===== config.mk =====
export PLATFORM = sky130hd
export DESIGN_NAME = serial_dma_buffer_regs
export DESIGN_NICKNAME = d
export VERILOG_FILES = /design/src/core/serial_dma_pkg.sv /design/src/core/serial_dma_buffer_regs.sv
export SDC_FILE = /design/constraint.sdc
export NUM_CORES = 1
export LEC_CHECK = 0
export BUFFER_PORTS_ARGS = -buffer_cell sky130_fd_sc_hd__clkbuf_2
export CAP_MARGIN = 20
export CORE_ASPECT_RATIO = 0.75
export CORE_MARGIN = 2
export CORE_UTILIZATION = 41
export DETAILED_ROUTE_END_ITERATION = 10
export GPL_TIMING_DRIVEN = 0
export PLACE_DENSITY = 0.69
export SYNTH_ARGS = -nofsm -noshare
export SYNTH_HDL_FRONTEND = slang
export SYNTH_SLANG_ARGS = --single-unit

===== constraint.sdc =====
create_clock -name hclk -period 6.74 [get_ports hclk]
set_input_delay 0 -clock hclk [delete_from_list [all_inputs] [get_ports hclk]]
set_output_delay 0 -clock hclk [all_outputs]
set_load 0.1 [all_outputs]

===== src/core/serial_dma_pkg.sv =====
// constants and types for the serial ping-pong dma register block
//
// Notes on behaviour
// - rx buffer a end address, writable, 13 bits
// - rx buffer b start address, writable, 13 bits
// - rx buffer b end address, writable, 13 bits
// - tx buffer a start address, writable, 13 bits
// - tx buffer a end address, writable, 13 bits
// - tx buffer b start address, writable, 13 bits
// - tx buffer b end address, writable, 13 bits
// - rx a first error offset, read-only, zero if none
// - rx b first error offset, read-only, zero if none
// - captured error offset ignores later errors
// - rearm capture on buffer reload or rx reset
// - enables: parity error bit 14, framing bit 13
// - enables: unloaded tx b12 tx a11 rx b10 a9
// - enables: nack 8, cmd done 7, tx 6, rx 5
// - enables: underrun 4, idle 2, free 1, rxdata 0
// - enable for receive overrun at bit 3
// - pending flags mirror enable bits, bit 15 zero
// - rx buffer a start address, writable, 13 bits
// - per-buffer overrun status clears on load or reset
package serial_dma_pkg;

    localparam int ADDR_W = 13;
    localparam int IRQ_W = 15;

    // register indices; byte address is four times the index
    localparam logic [29:0] IDX_RX_A_START = 30'h0000_4480;
    localparam logic [29:0] IDX_RX_A_END = 30'h0000_4482;
    localparam logic [29:0] IDX_RX_B_START = 30'h0000_4484;
    localparam logic [29:0] IDX_RX_B_END = 30'h0000_4486;
    localparam logic [29:0] IDX_TX_A_START = 30'h0000_4488;
    localparam logic [29:0] IDX_TX_A_END = 30'h0000_448A;
    localparam logic [29:0] IDX_TX_B_START = 30'h0000_448C;
    localparam logic [29:0] IDX_TX_B_END = 30'h0000_448E;
    localparam logic [29:0] IDX_RX_A_ERR = 30'h0000_449A;
    localparam logic [29:0] IDX_RX_B_ERR = 30'h0000_449C;
    localparam logic [29:0] IDX_RX_OVF_STAT = 30'h0000_44A0;
    localparam logic [29:0] IDX_IRQ_PENDING = 30'h0000_460C;
    localparam logic [29:0] IDX_IRQ_ENABLE = 30'h0000_4624;

    // bits 14:13 of every buffer address register read as ones
    localparam logic [2:0] ADDR_TOP_BITS = 3'h3;
    localparam logic [ADDR_W-1:0] ADDR_RESET = 13'h0000;
    localparam logic [ADDR_W-1:0] ERR_OFS_RESET = 13'h0000;
    localparam logic [IRQ_W-1:0] IRQ_RESET = 15'h0000;
    localparam logic [31:0] RDATA_RESET = 32'h0000_0000;

    // event bit positions, shared by enable and pending registers
    localparam int EV_PARITY = 14;
    localparam int EV_FRAMING = 13;
    localparam int EV_TX_B_UNLOADED = 12;
    localparam int EV_TX_A_UNLOADED = 11;
    localparam int EV_RX_B_UNLOADED = 10;
    localparam int EV_RX_A_UNLOADED = 9;
    localparam int EV_NACK = 8;
    localparam int EV_START_STOP_DONE = 7;
    localparam int EV_TX_OP_DONE = 6;
    localparam int EV_RX_OP_DONE = 5;
    localparam int EV_TX_UNDERRUN = 4;
    localparam int EV_RX_OVERRUN = 3;
    localparam int EV_TX_IDLE = 2;
    localparam int EV_TX_FREE = 1;
    localparam int EV_RX_VALID = 0;

    typedef struct packed {
        logic [ADDR_W-1:0] rx_a_start;
        logic [ADDR_W-1:0] rx_a_end;
        logic [ADDR_W-1:0] rx_b_start;
        logic [ADDR_W-1:0] rx_b_end;
        logic [ADDR_W-1:0] tx_a_start;
        logic [ADDR_W-1:0] tx_a_end;
        logic [ADDR_W-1:0] tx_b_start;
        logic [ADDR_W-1:0] tx_b_end;
    } buf_addr_t;

    // per-buffer receive dma events; index 0 is buffer a, 1 is buffer b
    typedef struct packed {
        logic dma_reset;
        logic [1:0] load;
        logic [1:0] error;
        logic [ADDR_W-1:0] error_ofs;
        logic [1:0] overrun;
    } rx_event_t;

endpackage


===== src/core/serial_dma_buffer_regs.sv =====
// ahb-lite register block for the serial ping-pong dma buffers and irq enables
`timescale 1ns/1ps
module serial_dma_buffer_regs (
    input wire logic hclk,
    input wire logic hresetn,
    input wire logic hsel,
    input wire logic [31:0] haddr,
    input wire logic [1:0] htrans,
    input wire logic hwrite,
    input wire logic [2:0] hsize,
    input wire logic [31:0] hwdata,
    input wire logic hready,
    output logic [31:0] hrdata,
    output logic hreadyout,
    output logic hresp,
    input wire serial_dma_pkg::rx_event_t rx_event,
    input wire logic [serial_dma_pkg::IRQ_W-1:0] irq_event,
    output serial_dma_pkg::buf_addr_t buf_addr,
    output logic [1:0][serial_dma_pkg::ADDR_W-1:0] rx_err_ofs,
    output logic [1:0] rx_overrun_status,
    output logic irq
);
    import serial_dma_pkg::*;

    ////////////////////////////////////////////////////////////////////////
    // bus slave

    logic wr_pend_q;
    logic rd_pend_q;
    logic [29:0] idx_q;
    logic hreadyout_q;
    logic [31:0] hrdata_q;
    logic req;
    logic wr_en;
    logic [15:0] rd_mux;
    buf_addr_t buf_addr_q;
    logic [1:0][ADDR_W-1:0] err_ofs_q;
    logic [1:0] err_cap_q;
    logic [1:0] ovf_q;
    logic [IRQ_W-1:0] enable_q;
    logic [IRQ_W-1:0] pending_q;
    logic [IRQ_W-1:0] w1c;
    logic irq_q;
    logic hresp_q;

    assign req = hsel & htrans[1] & hready;
    assign wr_en = wr_pend_q & hreadyout_q;

    always_ff @(posedge hclk or negedge hresetn) begin
        if (!hresetn) begin
            wr_pend_q <= 1'b0;
            rd_pend_q <= 1'b0;
            idx_q <= 30'h0000_0000;
        end else if (hready) begin
            wr_pend_q <= req & hwrite;
            rd_pend_q <= req & ~hwrite;
            idx_q <= haddr[31:2];
        end
    end

    // reads take one wait state so that a write just before is seen
    always_ff @(posedge hclk or negedge hresetn) begin
        if (!hresetn) begin
            hreadyout_q <= 1'b1;
        end else begin
            hreadyout_q <= ~(req & ~hwrite & hreadyout_q);
        end
    end

    always_ff @(posedge hclk or negedge hresetn) begin
        if (!hresetn) begin
            hrdata_q <= RDATA_RESET;
        end else if (rd_pend_q & ~hreadyout_q) begin
            hrdata_q <= {16'h0000, rd_mux};
        end
    end

    // unmapped indices read zero and ignore writes
    always_comb begin
        rd_mux = 16'h0000;
        case (idx_q)
            IDX_RX_A_START: rd_mux = {1'b0, ADDR_TOP_BITS[1:0], buf_addr_q.rx_a_start};
            IDX_RX_A_END: rd_mux = {1'b0, ADDR_TOP_BITS[1:0], buf_addr_q.rx_a_end};
            IDX_RX_B_START: rd_mux = {1'b0, ADDR_TOP_BITS[1:0], buf_addr_q.rx_b_start};
            IDX_RX_B_END: rd_mux = {1'b0, ADDR_TOP_BITS[1:0], buf_addr_q.rx_b_end};
            IDX_TX_A_START: rd_mux = {1'b0, ADDR_TOP_BITS[1:0], buf_addr_q.tx_a_start};
            IDX_TX_A_END: rd_mux = {1'b0, ADDR_TOP_BITS[1:0], buf_addr_q.tx_a_end};
            IDX_TX_B_START: rd_mux = {1'b0, ADDR_TOP_BITS[1:0], buf_addr_q.tx_b_start};
            IDX_TX_B_END: rd_mux = {1'b0, ADDR_TOP_BITS[1:0], buf_addr_q.tx_b_end};
            IDX_RX_A_ERR: rd_mux = {3'h0, err_ofs_q[0]};
            IDX_RX_B_ERR: rd_mux = {3'h0, err_ofs_q[1]};
            IDX_RX_OVF_STAT: rd_mux = {14'h0000, ovf_q};
            IDX_IRQ_PENDING: rd_mux = {1'b0, pending_q};
            IDX_IRQ_ENABLE: rd_mux = {1'b0, enable_q};
            default: rd_mux = 16'h0000;
        endcase
    end

    ////////////////////////////////////////////////////////////////////////
    // buffer address registers

    always_ff @(posedge hclk or negedge hresetn) begin
        if (!hresetn) begin
            buf_addr_q <= {8{ADDR_RESET}};
        end else if (wr_en) begin
            case (idx_q)
                IDX_RX_A_START: buf_addr_q.rx_a_start <= hwdata[ADDR_W-1:0];
                IDX_RX_A_END: buf_addr_q.rx_a_end <= hwdata[ADDR_W-1:0];
                IDX_RX_B_START: buf_addr_q.rx_b_start <= hwdata[ADDR_W-1:0];
                IDX_RX_B_END: buf_addr_q.rx_b_end <= hwdata[ADDR_W-1:0];
                IDX_TX_A_START: buf_addr_q.tx_a_start <= hwdata[ADDR_W-1:0];
                IDX_TX_A_END: buf_addr_q.tx_a_end <= hwdata[ADDR_W-1:0];
                IDX_TX_B_START: buf_addr_q.tx_b_start <= hwdata[ADDR_W-1:0];
                IDX_TX_B_END: buf_addr_q.tx_b_end <= hwdata[ADDR_W-1:0];
                default: buf_addr_q <= buf_addr_q;
            endcase
        end
    end

    ////////////////////////////////////////////////////////////////////////
    // per-buffer error capture and overrun status

    for (genvar b = 0; b < 2; b++) begin : g_rx_buf
        // an error in the reload cycle is kept: the set wins, even over an older capture
        always_ff @(posedge hclk or negedge hresetn) begin
            if (!hresetn) begin
                err_cap_q[b] <= 1'b0;
                err_ofs_q[b] <= ERR_OFS_RESET;
            end else if (rx_event.error[b] &
                    (~err_cap_q[b] | rx_event.load[b] | rx_event.dma_reset)) begin
                err_cap_q[b] <= 1'b1;
                err_ofs_q[b] <= rx_event.error_ofs;
            end else if (rx_event.load[b] | rx_event.dma_reset) begin
                err_cap_q[b] <= 1'b0;
                err_ofs_q[b] <= ERR_OFS_RESET;
            end
        end

        always_ff @(posedge hclk or negedge hresetn) begin
            if (!hresetn) begin
                ovf_q[b] <= 1'b0;
            end else begin
                ovf_q[b] <= rx_event.overrun[b] |
                    (ovf_q[b] & ~(rx_event.load[b] | rx_event.dma_reset));
            end
        end
    end

    ////////////////////////////////////////////////////////////////////////
    // interrupt enable and pending flags

    always_ff @(posedge hclk or negedge hresetn) begin
        if (!hresetn) begin
            enable_q <= IRQ_RESET;
        end else if (wr_en && idx_q == IDX_IRQ_ENABLE) begin
            enable_q <= hwdata[IRQ_W-1:0];
        end
    end

    // write one to clear; a new event in the same cycle stays pending
    assign w1c = (wr_en && idx_q == IDX_IRQ_PENDING) ? hwdata[IRQ_W-1:0] : IRQ_RESET;

    always_ff @(posedge hclk or negedge hresetn) begin
        if (!hresetn) begin
            pending_q <= IRQ_RESET;
        end else begin
            pending_q <= (pending_q & ~w1c) | irq_event;
        end
    end

    always_ff @(posedge hclk or negedge hresetn) begin
        if (!hresetn) begin
            irq_q <= 1'b0;
        end else begin
            irq_q <= |(pending_q & enable_q);
        end
    end

    // response is always okay; kept in a flop so every output is registered
    always_ff @(posedge hclk or negedge hresetn) begin
        if (!hresetn) begin
            hresp_q <= 1'b0;
        end else begin
            hresp_q <= 1'b0;
        end
    end

    assign hrdata = hrdata_q;
    assign hreadyout = hreadyout_q;
    assign hresp = hresp_q;
    assign buf_addr = buf_addr_q;
    assign rx_err_ofs = err_ofs_q;
    assign rx_overrun_status = ovf_q;
    assign irq = irq_q;

endmodule


==> impl_metrics.toml, run 1 <==
[status]
status = "completed"

[clock_network]
cts_resized = 0
htreeDepth = 1
clock_latency_ps = 530
clock_path_buffers = 3
cts_root_buf = "clkbuf_16"
cts.sinks = 213
cts.clk_slew.worst_paths_ps = 60
cts_inserted_buffers = 23
cts_tree = "yes"

[grt]
grt_pass1_vias = 8311
grt-ovfl-total = 0
grt_usage = 0.269
antenna_found_initial = 0
grt_pass1_wl_mm = 51.2
grt_max_degree = 105

[timing]
tightest_slew_ps = 1030
hold_viol = 0
slew_violations = 0
fin_crit_sh = 0.554
finalCriticalPeriod_ps = 3730
fin_tns_setup_ps = 0
slew_headroom = 0.310
clock_skew_ps = 22.6
setup-violations-final = 0
rsz0062_at_grt = "no"
clock.fmax_ghz = 0.268

[critical_path]
r2r_cells = 10
cp_max_fo = 10
crit_family = "simple AND/OR/NAND/NOR gates"
critPathSlowestCell = "or3b_2"
cp_slowest_stage_delay_ps = 580
cp.required_ps = 7130
r2r_end = "pending_q[10]$_DFF_PN0_"
critical_path_arrival_ps = 4120
timing.critical_path.mode_cell = "buf_2"
cp_cell_sequence = "buf_2, or3b_2, nor3_1, nor3b_2, and2_0, clkbuf_1, buf_2, nand2_1, a21o_1, dlygate4sd3_1"
critPathLaunchType = "flip-flop"
crit_path_end_kind = "flip-flop"
reg2reg_slack_ps = 3010
reg2reg_from = "idx_q[1]$_DFFE_PN0P_"
crit_type = "reg2reg"
path_buf_inv = 4

[floorplan]
core_area_sq_um = 23800
start_util = 0.414
std_cell_rows = 49
die_w_um = 183
die_h_um = 138
io_pins = 276
design.die.area_sq_um = 25300

[hold_path]
min_from = "hwdata[8]"
hold_end = "pending_q[8]$_DFF_PN0_"
holdPathStages = 3
hold_class = "in2reg"

[yosys]
synth_top_family_by_area = "multiplexers"
synth_most_common_cell = "dfrtp_1"
synth-edff-count = 0
yosysTopAreaCell = "dfrtp_1"
avgSynthCellArea_sq_um = 12.6
seq_area_frac_synth = 0.542
syn_area_sq_um = 9840
synth-simple-area-share = 0.0939
synthArstFlopShare = 1.00
synth_cells = 784
yosys.area_share.adder = 0
synthXorXnorAreaFrac = 0.000890
synth_top_area_share = 0.539
yosysUniqueCellTypes = 67
synth_flop_cell = "dfrtp_1"
yosys-top-cells-area = "dfrtp_1 54%, mux2_2 17%, a22o_1 2.8%"
ys_warn_count = 0
synthMuxAreaShare = 0.200
synth_common_cells = "212 x dfrtp_1, 151 x mux2_2, 62 x nand2_1"
ys_ff_latch = 213
synth_compound_area_frac = 0.120

[final_layout]
drive_above_1_share = 0.402
final_nets = 1244
areaGrowthSynthToFinish_pct = 33.0
n_antenna_cell = 0
fillers = 2061

[detailed_routing]
routed_via_density = 5.70
wl_met1_mm = 15.1
first_iter_violations = 759
met2RoutedLength_mm = 14.9
top_layer = "met4"
dr.pass1.iters = 7
wirelength_mm = 34.1
drc = 0
num_vias = 8300
detail-route-antenna-nets = 0
wl_per_cell_um = 23.4
wl_met3_mm = 3.18

[pwr]
p_per_area_nw_per_um2 = 245
power_leakage_nw = 6.06
peakVddDrop_uv = 175
total_power_w = 0.00320

[placed_design]
gp_congestion = 0.955
port_buffers = 220
hpwl_mm = 24.8

[flow_run]
maxCapViolations = 0
flip-flops by register name, summed over array words and instances, names as in the netlist:
name / count
buf_addr: 104
enable_q: 15
err_cap_q: 2
hrdata: 15
hreadyout: 1
idx_q: 30
irq: 1
pending_q: 15
rd_pend_q: 1
rx_err_ofs: 26
rx_overrun_status: 2
wr_pend_q: 1
worst min-delay path: stages:
cell and delay [ps]:
clkbuf_1 240, nand2_1 130, a21o_1 110
through the flow:
step	setup WS, ps	std cells	hold slack (ps)	cell area, sq um	util
2_1_floorplan	4200	801	-296	9910	-
3_3_place_gp	1370	1327	179	11400	0.479
3_5_place_dp	3200	1329	-151	11500	0.481
4_1_cts	3140	1456	15.4	13100	0.550
5_1_grt	2840	1457	60.1	13100	0.550
6_report	3010	1457	2.42	13100	0.550
cells in the final DEF (no fill, tap or decap), types with 4 or more instances in the layout:
master / synthesis / layout
nand4_1: 10 / 10
dfrtp_1: 212 / 212
mux2i_1: 7 / 7
o21ai_0: 16 / 16
clkbuf_1: 38 / 40
inv_1: 6 / 6
buf_4: 22 / 22
nor3_1: 11 / 11
a21o_1: 20 / 20
clkinv_2: 0 / 5
mux4_2: 4 / 4
mux2_1: 10 / 10
a221oi_1: 5 / 5
a22oi_1: 30 / 30
a32oi_1: 4 / 4
a22o_1: 31 / 31
dlygate4sd3_1: 0 / 86
conb_1: 1 / 18
nand3_1: 12 / 12
mux2_2: 151 / 151
a222oi_1: 10 / 10
and3_1: 10 / 10
buf_1: 7 / 7
clkbuf_2: 0 / 220
clkbuf_16: 0 / 23
buf_2: 8 / 8
clkbuf_8: 0 / 7
nor2_1: 12 / 12
a21oi_1: 9 / 9
nor3b_1: 5 / 5
nand2_1: 62 / 62
report_power, final:
group / switching [W] / leakage (nW) / total, W / internal, W
logic: 0.000396 / 2.98 / 0.000538 / 0.000142
clock network: 0.000534 / 0.382 / 0.00130 / 0.000769
registers: 0.0000393 / 2.70 / 0.00136 / 0.00132
logic make-up after synthesis:
family,count (synthesis)
AO/OA/AOI/OAI,153
XOR/XNOR,1
buffers and inverters,84
flip-flops,213
multiplexers,172
other,1
AND/OR/NAND/NOR,160
worst max path at each step:
stage / startpoint / end / slack, ps / cells after the start
after floorplan: idx_q[5]$_DFFE_PN0P_ / buf_addr[31]$_DFFE_PN0P_ / 4200 / 7
after global placement: hresetn / idx_q[18]$_DFFE_PN0P_ / 1370 / 1
after detailed placement: idx_q[18]$_DFFE_PN0P_ / buf_addr[89]$_DFFE_PN0P_ / 3200 / 7
after CTS: idx_q[1]$_DFFE_PN0P_ / pending_q[6]$_DFF_PN0_ / 3140 / 10
after global routing: idx_q[1]$_DFFE_PN0P_ / pending_q[4]$_DFF_PN0_ / 2840 / 10
final: idx_q[1]$_DFFE_PN0P_ / pending_q[10]$_DFF_PN0_ / 3010 / 10
routing by layer:
metal / GRT usage / up-vias
li1: - / 3607
met1: 0.397 / 4204
met2: 0.402 / 425
met3: 0.0574 / 64
met4: 0.0737 / 0
met5: 0 / -
cell type report:
cell class	count	area, sq um	share of cell area
Sequential cell	213	5330	0.407
Clock inverter	10	109	0.00831
Multi-Input combinational cell	504	4150	0.317
Inverter	7	26.3	0.00201
Clock buffer	31	666	0.0508
Tap cell	306	383	0.0292
Buffer	77	397	0.0303
Timing Repair Buffer	309	2030	0.155
what timing repair did:
action	in CTS	in global routing
buffers inserted	0	0
endpoints found under the hold margin	188	0
hold buffers	86	0
Power figures use the tool's default switching activity.
==> run 2, diff against run 1 <==
Settings changed: ABC_AREA set to 1.
Clock period 6.74 ns to 3.5 ns, I/O delays scaled along.
==> run 2 against run 1 <==
Global-route usage rose by 0.91 points. Core utilization rose by 0.78 points. Non-clock buffer count rose by 10. Cell area grew 3.0%. Register-to-register slack got worse by 1900 ps. Combinational power increased by 23%.
==> impl_metrics.toml, run 2 <==
[detailed_routing]
wirelength_mm = 36.5
detail-route-antenna-nets = 0
num_vias = 9948
drc = 0
routed_via_density = 5.13
first_iter_violations = 1123
wl_per_cell_um = 18.8
dr.pass1.iters = 5

[clock_network]
cts.sinks = 213
cts_resized = 0
cts_tree = "yes"
post-cts-setup-buffer-count = 0
htreeDepth = 1
clock_latency_ps = 520
cts_hold_buf = 81
cts_root_buf = "clkbuf_16"
cts_inserted_buffers = 23
cts.clk_slew.worst_paths_ps = 60
clock_path_buffers = 3

[grt]
met2_usage = 0.408
grt_pass1_wl_mm = 54.7
grt_max_degree = 111
grt_usage = 0.278
grt_busiest_layer = "met1"
grt-ovfl-total = 0
antenna_found_initial = 0
met1_usage = 0.421
grt_pass1_vias = 9259
use_met3 = 0.0546

[final_layout]
mostFrequentLayoutCells = "344 x nand2_1, 232 x clkbuf_2, 212 x dfrtp_1, 175 x nand3_1, 132 x o21ai_0"
final_nets = 1701
areaGrowthSynthToFinish_pct = 32.4
n_antenna_cell = 0
fin_area_sq_um = 13500
drive_above_1_share = 0.242
fillers = 2282
final_common_cell = "nand2_1"
largest_reg_flops = 104

[floorplan]
die_w_um = 186
core_area_sq_um = 24200
start_util = 0.422
std_cell_rows = 49
io_pins = 276
design.die.area_sq_um = 26100
die_h_um = 140

[status]
status = "completed"

[yosys]
synth_top_area_share = 0.521
seq_area_frac_synth = 0.524
synth_common_cells = "344 x nand2_1, 212 x dfrtp_1, 175 x nand3_1"
synth_top_family_by_area = "simple AND/OR/NAND/NOR gates"
ys_ff_latch = 213
synthXorXnorAreaFrac = 0
ys_warn_count = 0
syn_area_sq_um = 10200
synth_most_common_cell = "nand2_1"
synth_cells = 1235
yosysTopAreaCell = "dfrtp_1"
yosysUniqueCellTypes = 32
synth-edff-count = 0
yosys.area_share.adder = 0
avgSynthCellArea_sq_um = 8.25
synth-simple-area-share = 0.268
synth_compound_area_frac = 0.104
synth_flop_cell = "dfrtp_1"
synthMuxAreaShare = 0.00885
yosys-top-cells-area = "dfrtp_1 52%, nand2_1 13%, nand3_1 8.6%"
synthArstFlopShare = 1.00

[timing]
clock_skew_ps = 19.4
fin_ws_ps = 1100
rsz0062_at_grt = "no"
clock.fmax_ghz = 0.416
setup-violations-final = 0
finalCriticalPeriod_ps = 2400
hold_viol = 0
tightest_slew_ps = 893
slew_headroom = 0.405
fin_crit_sh = 0.686
hold_ws_ps = 23.7
slew_violations = 0

[critical_path]
critPathLaunchType = "flip-flop"
timing.critical_path.mode_cell = "nand2_1"
crit_type = "reg2reg"
cp_max_fo = 6
cp.required_ps = 3910
path_buf_inv = 3
cp_cell_sequence = "inv_1, nand2_1, nor2_2, nand2_1, nor2_1, nand2_1, inv_2, nand2_2, o21ai_0, nand2_1, dlygate4sd3_1"
critPathSlowestCell = "dlygate4sd3_1"
critical_path_arrival_ps = 2810
crit_family = "simple AND/OR/NAND/NOR gates"
crit_path_end_kind = "flip-flop"
cp_slowest_stage_delay_ps = 550

[pwr]
power_leakage_nw = 7.10
p_per_area_nw_per_um2 = 429
peakVddDrop_uv = 260

[flow_run]
maxCapViolations = 0

[placed_design]
hpwl_mm = 26.2
port_buffers = 233
placed_area_sq_um = 11900
dp_slack_ps = 1330
gp_congestion = 0.935

[hold_path]
hold_class = "in2reg"
[run 2: changes by cell type after synthesis, sizes merged, moves of 28 or more]
cell and change:
a22oi -30, nand3 +172, o21ai +169, nor2 +55
nand2 +285, mux2 -153, a22o -28, inv +112
[run 2: cells by family (layout without fill, tap and decap cells)]
kind of cell,Yosys count,in the layout
simple gates,616,616
mux,8,8
compound gates,198,198
other cells,1,18
buf+inv,199,556
flops,213,213
[run 2: routing by layer]
| layer | wire, um | vias to the layer above |
|---|---|---|
| li1 | - | 4689 |
| met1 | 16700 | 4736 |
| met2 | 15700 | 465 |
| met3 | 3180 | 58 |
| met4 | 924 | 0 |
| met5 | 0 | - |
[run 2: cell type report]
type,instances,area [sq um],share of cell area
flip-flops and latches,213,5330,0.395
multi-input cells,840,3950,0.293
repair buffers,315,2010,0.149
clock buffers,31,676,0.0501
plain buffers,81,520,0.0386
inverters,118,443,0.0328
well taps,331,414,0.0307
clock inverters,11,135,0.0100
[run 2: worst paths after layout]
path | cells after the start | endpoint | slack, ps | startpoint
min in group asynchronous | 2 | rx_err_ofs[25]$_DFFE_PN0P_ | 160 | hresetn
min reg2reg | 2 | hrdata[2]$_DFFE_PN0P_ | 480 | hrdata[2]$_DFFE_PN0P_
max in group asynchronous | 3 | hrdata[2]$_DFFE_PN0P_ | 2270 | hresetn
min | 3 | buf_addr[2]$_DFFE_PN0P_ | 20 | hwdata[2]
max reg2reg | 11 | pending_q[14]$_DFF_PN0_ | 1100 | idx_q[0]$_DFFE_PN0P_
max | 11 | pending_q[14]$_DFF_PN0_ | 1100 | idx_q[0]$_DFFE_PN0P_
[run 2: metrics by stage]
step / power, W / util / cells / TNS, ps
after floorplan: 0.00299 / - / 1252 / 0
after global placement: 0.00318 / 0.490 / 1816 / -390100
after detailed placement: 0.00319 / 0.491 / 1817 / 0
after CTS: 0.00581 / 0.558 / 1940 / 0
after global routing: 0.00595 / 0.558 / 1940 / 0
final: 0.00579 / 0.558 / 1940 / 0
[run 2: where the power goes]
part	switching, W	internal (W)	total [W]
combinational	0.000491	0.000169	0.000660
clock	0.00105	0.00152	0.00257
sequential	0.0000409	0.00252	0.00256
total	0.00158	0.00421	0.00579
[run 2: worst register-to-register path, delay by kind of cell (launching register included)]
kind | cells | cell delay, ps
simple gates | 7 | 1000
buf+inv | 3 | 750
flops | 1 | 360
compound gates | 1 | 190
==> run 3, diff against run 2 <==
Settings changed: PLACE_DENSITY 0.69 to 0.71.
Clock period 3.5 ns to 2 ns, I/O delays scaled along.
==> run 3 against run 2 <==
The run now ends with setup timing left. Clock power increased by 72%. Non-clock buffer count increased by 23. Sequential share of layout area decreased by 1.7 points. Cell area increased by 4.4%. Sequential cell count unchanged. Core utilization increased by 2.4 points. Critical path type unchanged. Largest power group is now registers. Highest routed layer unchanged.
==> impl_metrics.toml, run 3 (same netlist as run 2, synthesis figures left out) <==
[status]
status = "complete, but fails checks"
violations = "setup timing"

[pwr]
total_power_w = 0.0101
p_per_area_nw_per_um2 = 719
power_leakage_nw = 7.42
peakVddDrop_uv = 505

[floorplan]
die_w_um = 186
io_pins = 276
die_h_um = 140
design.die.area_sq_um = 26100
std_cell_rows = 49
core_area_sq_um = 24200
start_util = 0.422

[placed_design]
gp_congestion = 0.937
port_buffers = 233
dp_slack_ps = -139
placed_area_sq_um = 11900
hpwl_mm = 26.0

[final_layout]
n_antenna_cell = 0
final_common_cell = "nand2_1"
areaGrowthSynthToFinish_pct = 38.2
post-route-util = 0.583
mostFrequentLayoutCells = "319 x nand2_1, 238 x clkbuf_2, 212 x dfrtp_1, 159 x nand3_1, 126 x o21ai_0"
fin_area_sq_um = 14100
final_nets = 1724
largest_reg_flops = 104
drive_above_1_share = 0.292

[critical_path]
critical_path_arrival_ps = 2460
crit_type = "reg2reg"
cp.required_ps = 2440
r2r_cells = 12
reg2reg_slack_ps = -20
cp_max_fo = 9
critPathLaunchType = "flip-flop"
r2r_end = "hrdata[7]$_DFFE_PN0P_"
crit_path_end = "hrdata[7]$_DFFE_PN0P_"
crit_start = "idx_q[19]$_DFFE_PN0P_"
crit_path_end_kind = "flip-flop"
reg2reg_from = "idx_q[19]$_DFFE_PN0P_"

[detailed_routing]
dr.pass1.iters = 5
drc = 0
first_iter_violations = 1133
num_vias = 10100
routed_via_density = 5.17
wl_per_cell_um = 18.8
wirelength_mm = 36.8
detail-route-antenna-nets = 0

[timing]
slew_violations = 0
tightest_slew_ps = 696
clock_skew_ps = 7.49
finalCriticalPeriod_ps = 2020
fin_ws_ps = -21.0
rsz0062_at_grt = "yes"
fin_crit_sh = 1.01
hold_viol = 0
fin_tns_setup_ps = -37.0
setup-violations-final = 2
slew_headroom = 0.536
clock.fmax_ghz = 0.495

[clock_network]
clock_path_buffers = 3
cts_root_buf = "clkbuf_16"
cts.clk_slew.worst_paths_ps = 60
cts_inserted_buffers = 23
cts.sinks = 213
clock_latency_ps = 510
htreeDepth = 1
cts_tree = "yes"

[grt]
grt_busiest_layer = "met1"
use_met3 = 0.0601
antenna_found_initial = 0
met2_usage = 0.390
grt_pass1_vias = 9291
grt_pass1_wl_mm = 54.5
grt_usage = 0.275
grt-ovfl-total = 0
grt_max_degree = 98
met1_usage = 0.417

[hold_path]
hold_class = "in2reg"

[flow_run]
maxCapViolations = 0
==> run 3: what timing repair did <==
item / 4_1_cts / 5_1_grt
hold buffers: 80 / 0
pin swaps: 2 / 31
gates resized for setup: 9 / 130
cloned: 0 / 6
buffers inserted: 3 / 14
endpoints found under the hold margin: 292 / 0
endpoints found under the setup margin: 35 / 118
==> run 3: per-stage QoR <==
stage | hold WS (ps) | cells
2_1_floorplan | -296 | 1252
3_3_place_gp | 186 | 1816
3_5_place_dp | -81.1 | 1818
4_1_cts | 23.2 | 1941
5_1_grt | 55.2 | 1961
6_report | 43.4 | 1961
==> run 3: worst max-delay path, cell delays in order (launching register included) <==
cell and delay [ps]:
dfrtp_1 380, nor2_1 230, nand3_2 180, nor2_4 230
buf_6 150, and2_1 110, clkbuf_4 170, nand2_1 110
nand3_2 120, nor2_1 90, nand2_1 90, nand2_1 50
nand2_1 50
==> run 3: worst min path at each step <==
stage | start | slack, ps | cells after the start | endpoint
CTS | hready | 20 | 2 | idx_q[10]$_DFFE_PN0P_
floorplan | hresetn | -300 | 0 | buf_addr[0]$_DFFE_PN0P_
finish | hready | 40 | 2 | idx_q[14]$_DFFE_PN0P_
global route | hready | 60 | 2 | idx_q[14]$_DFFE_PN0P_
global placement | irq_event[10] | 190 | 3 | pending_q[10]$_DFF_PN0_
detailed placement | hresetn | -80 | 1 | err_cap_q[1]$_DFFE_PN0P_
==> run 3: layout make-up <==
class,instances,area [sq um]
plain buffers,81,626
clock buffers,32,659
clock inverters,8,121
fillers,2188,10100
inverters,118,443
multi-input cells,840,4200
flip-flops and latches,213,5330
well taps,331,414
repair buffers,338,2280
==> run 3: per-layer routing <==
metal | wire length (um) | up-vias
li1 | - | 4737
met1 | 16500 | 4775
met2 | 15300 | 523
met3 | 3700 | 94
met4 | 1340 | 0
met5 | 0 | -
==> run 3: report_power, final <==
part | switching, W | internal (W)
sequential | 0.0000728 | 0.00441
clock | 0.00175 | 0.00269
combinational | 0.000888 | 0.000315
total | 0.00271 | 0.00741
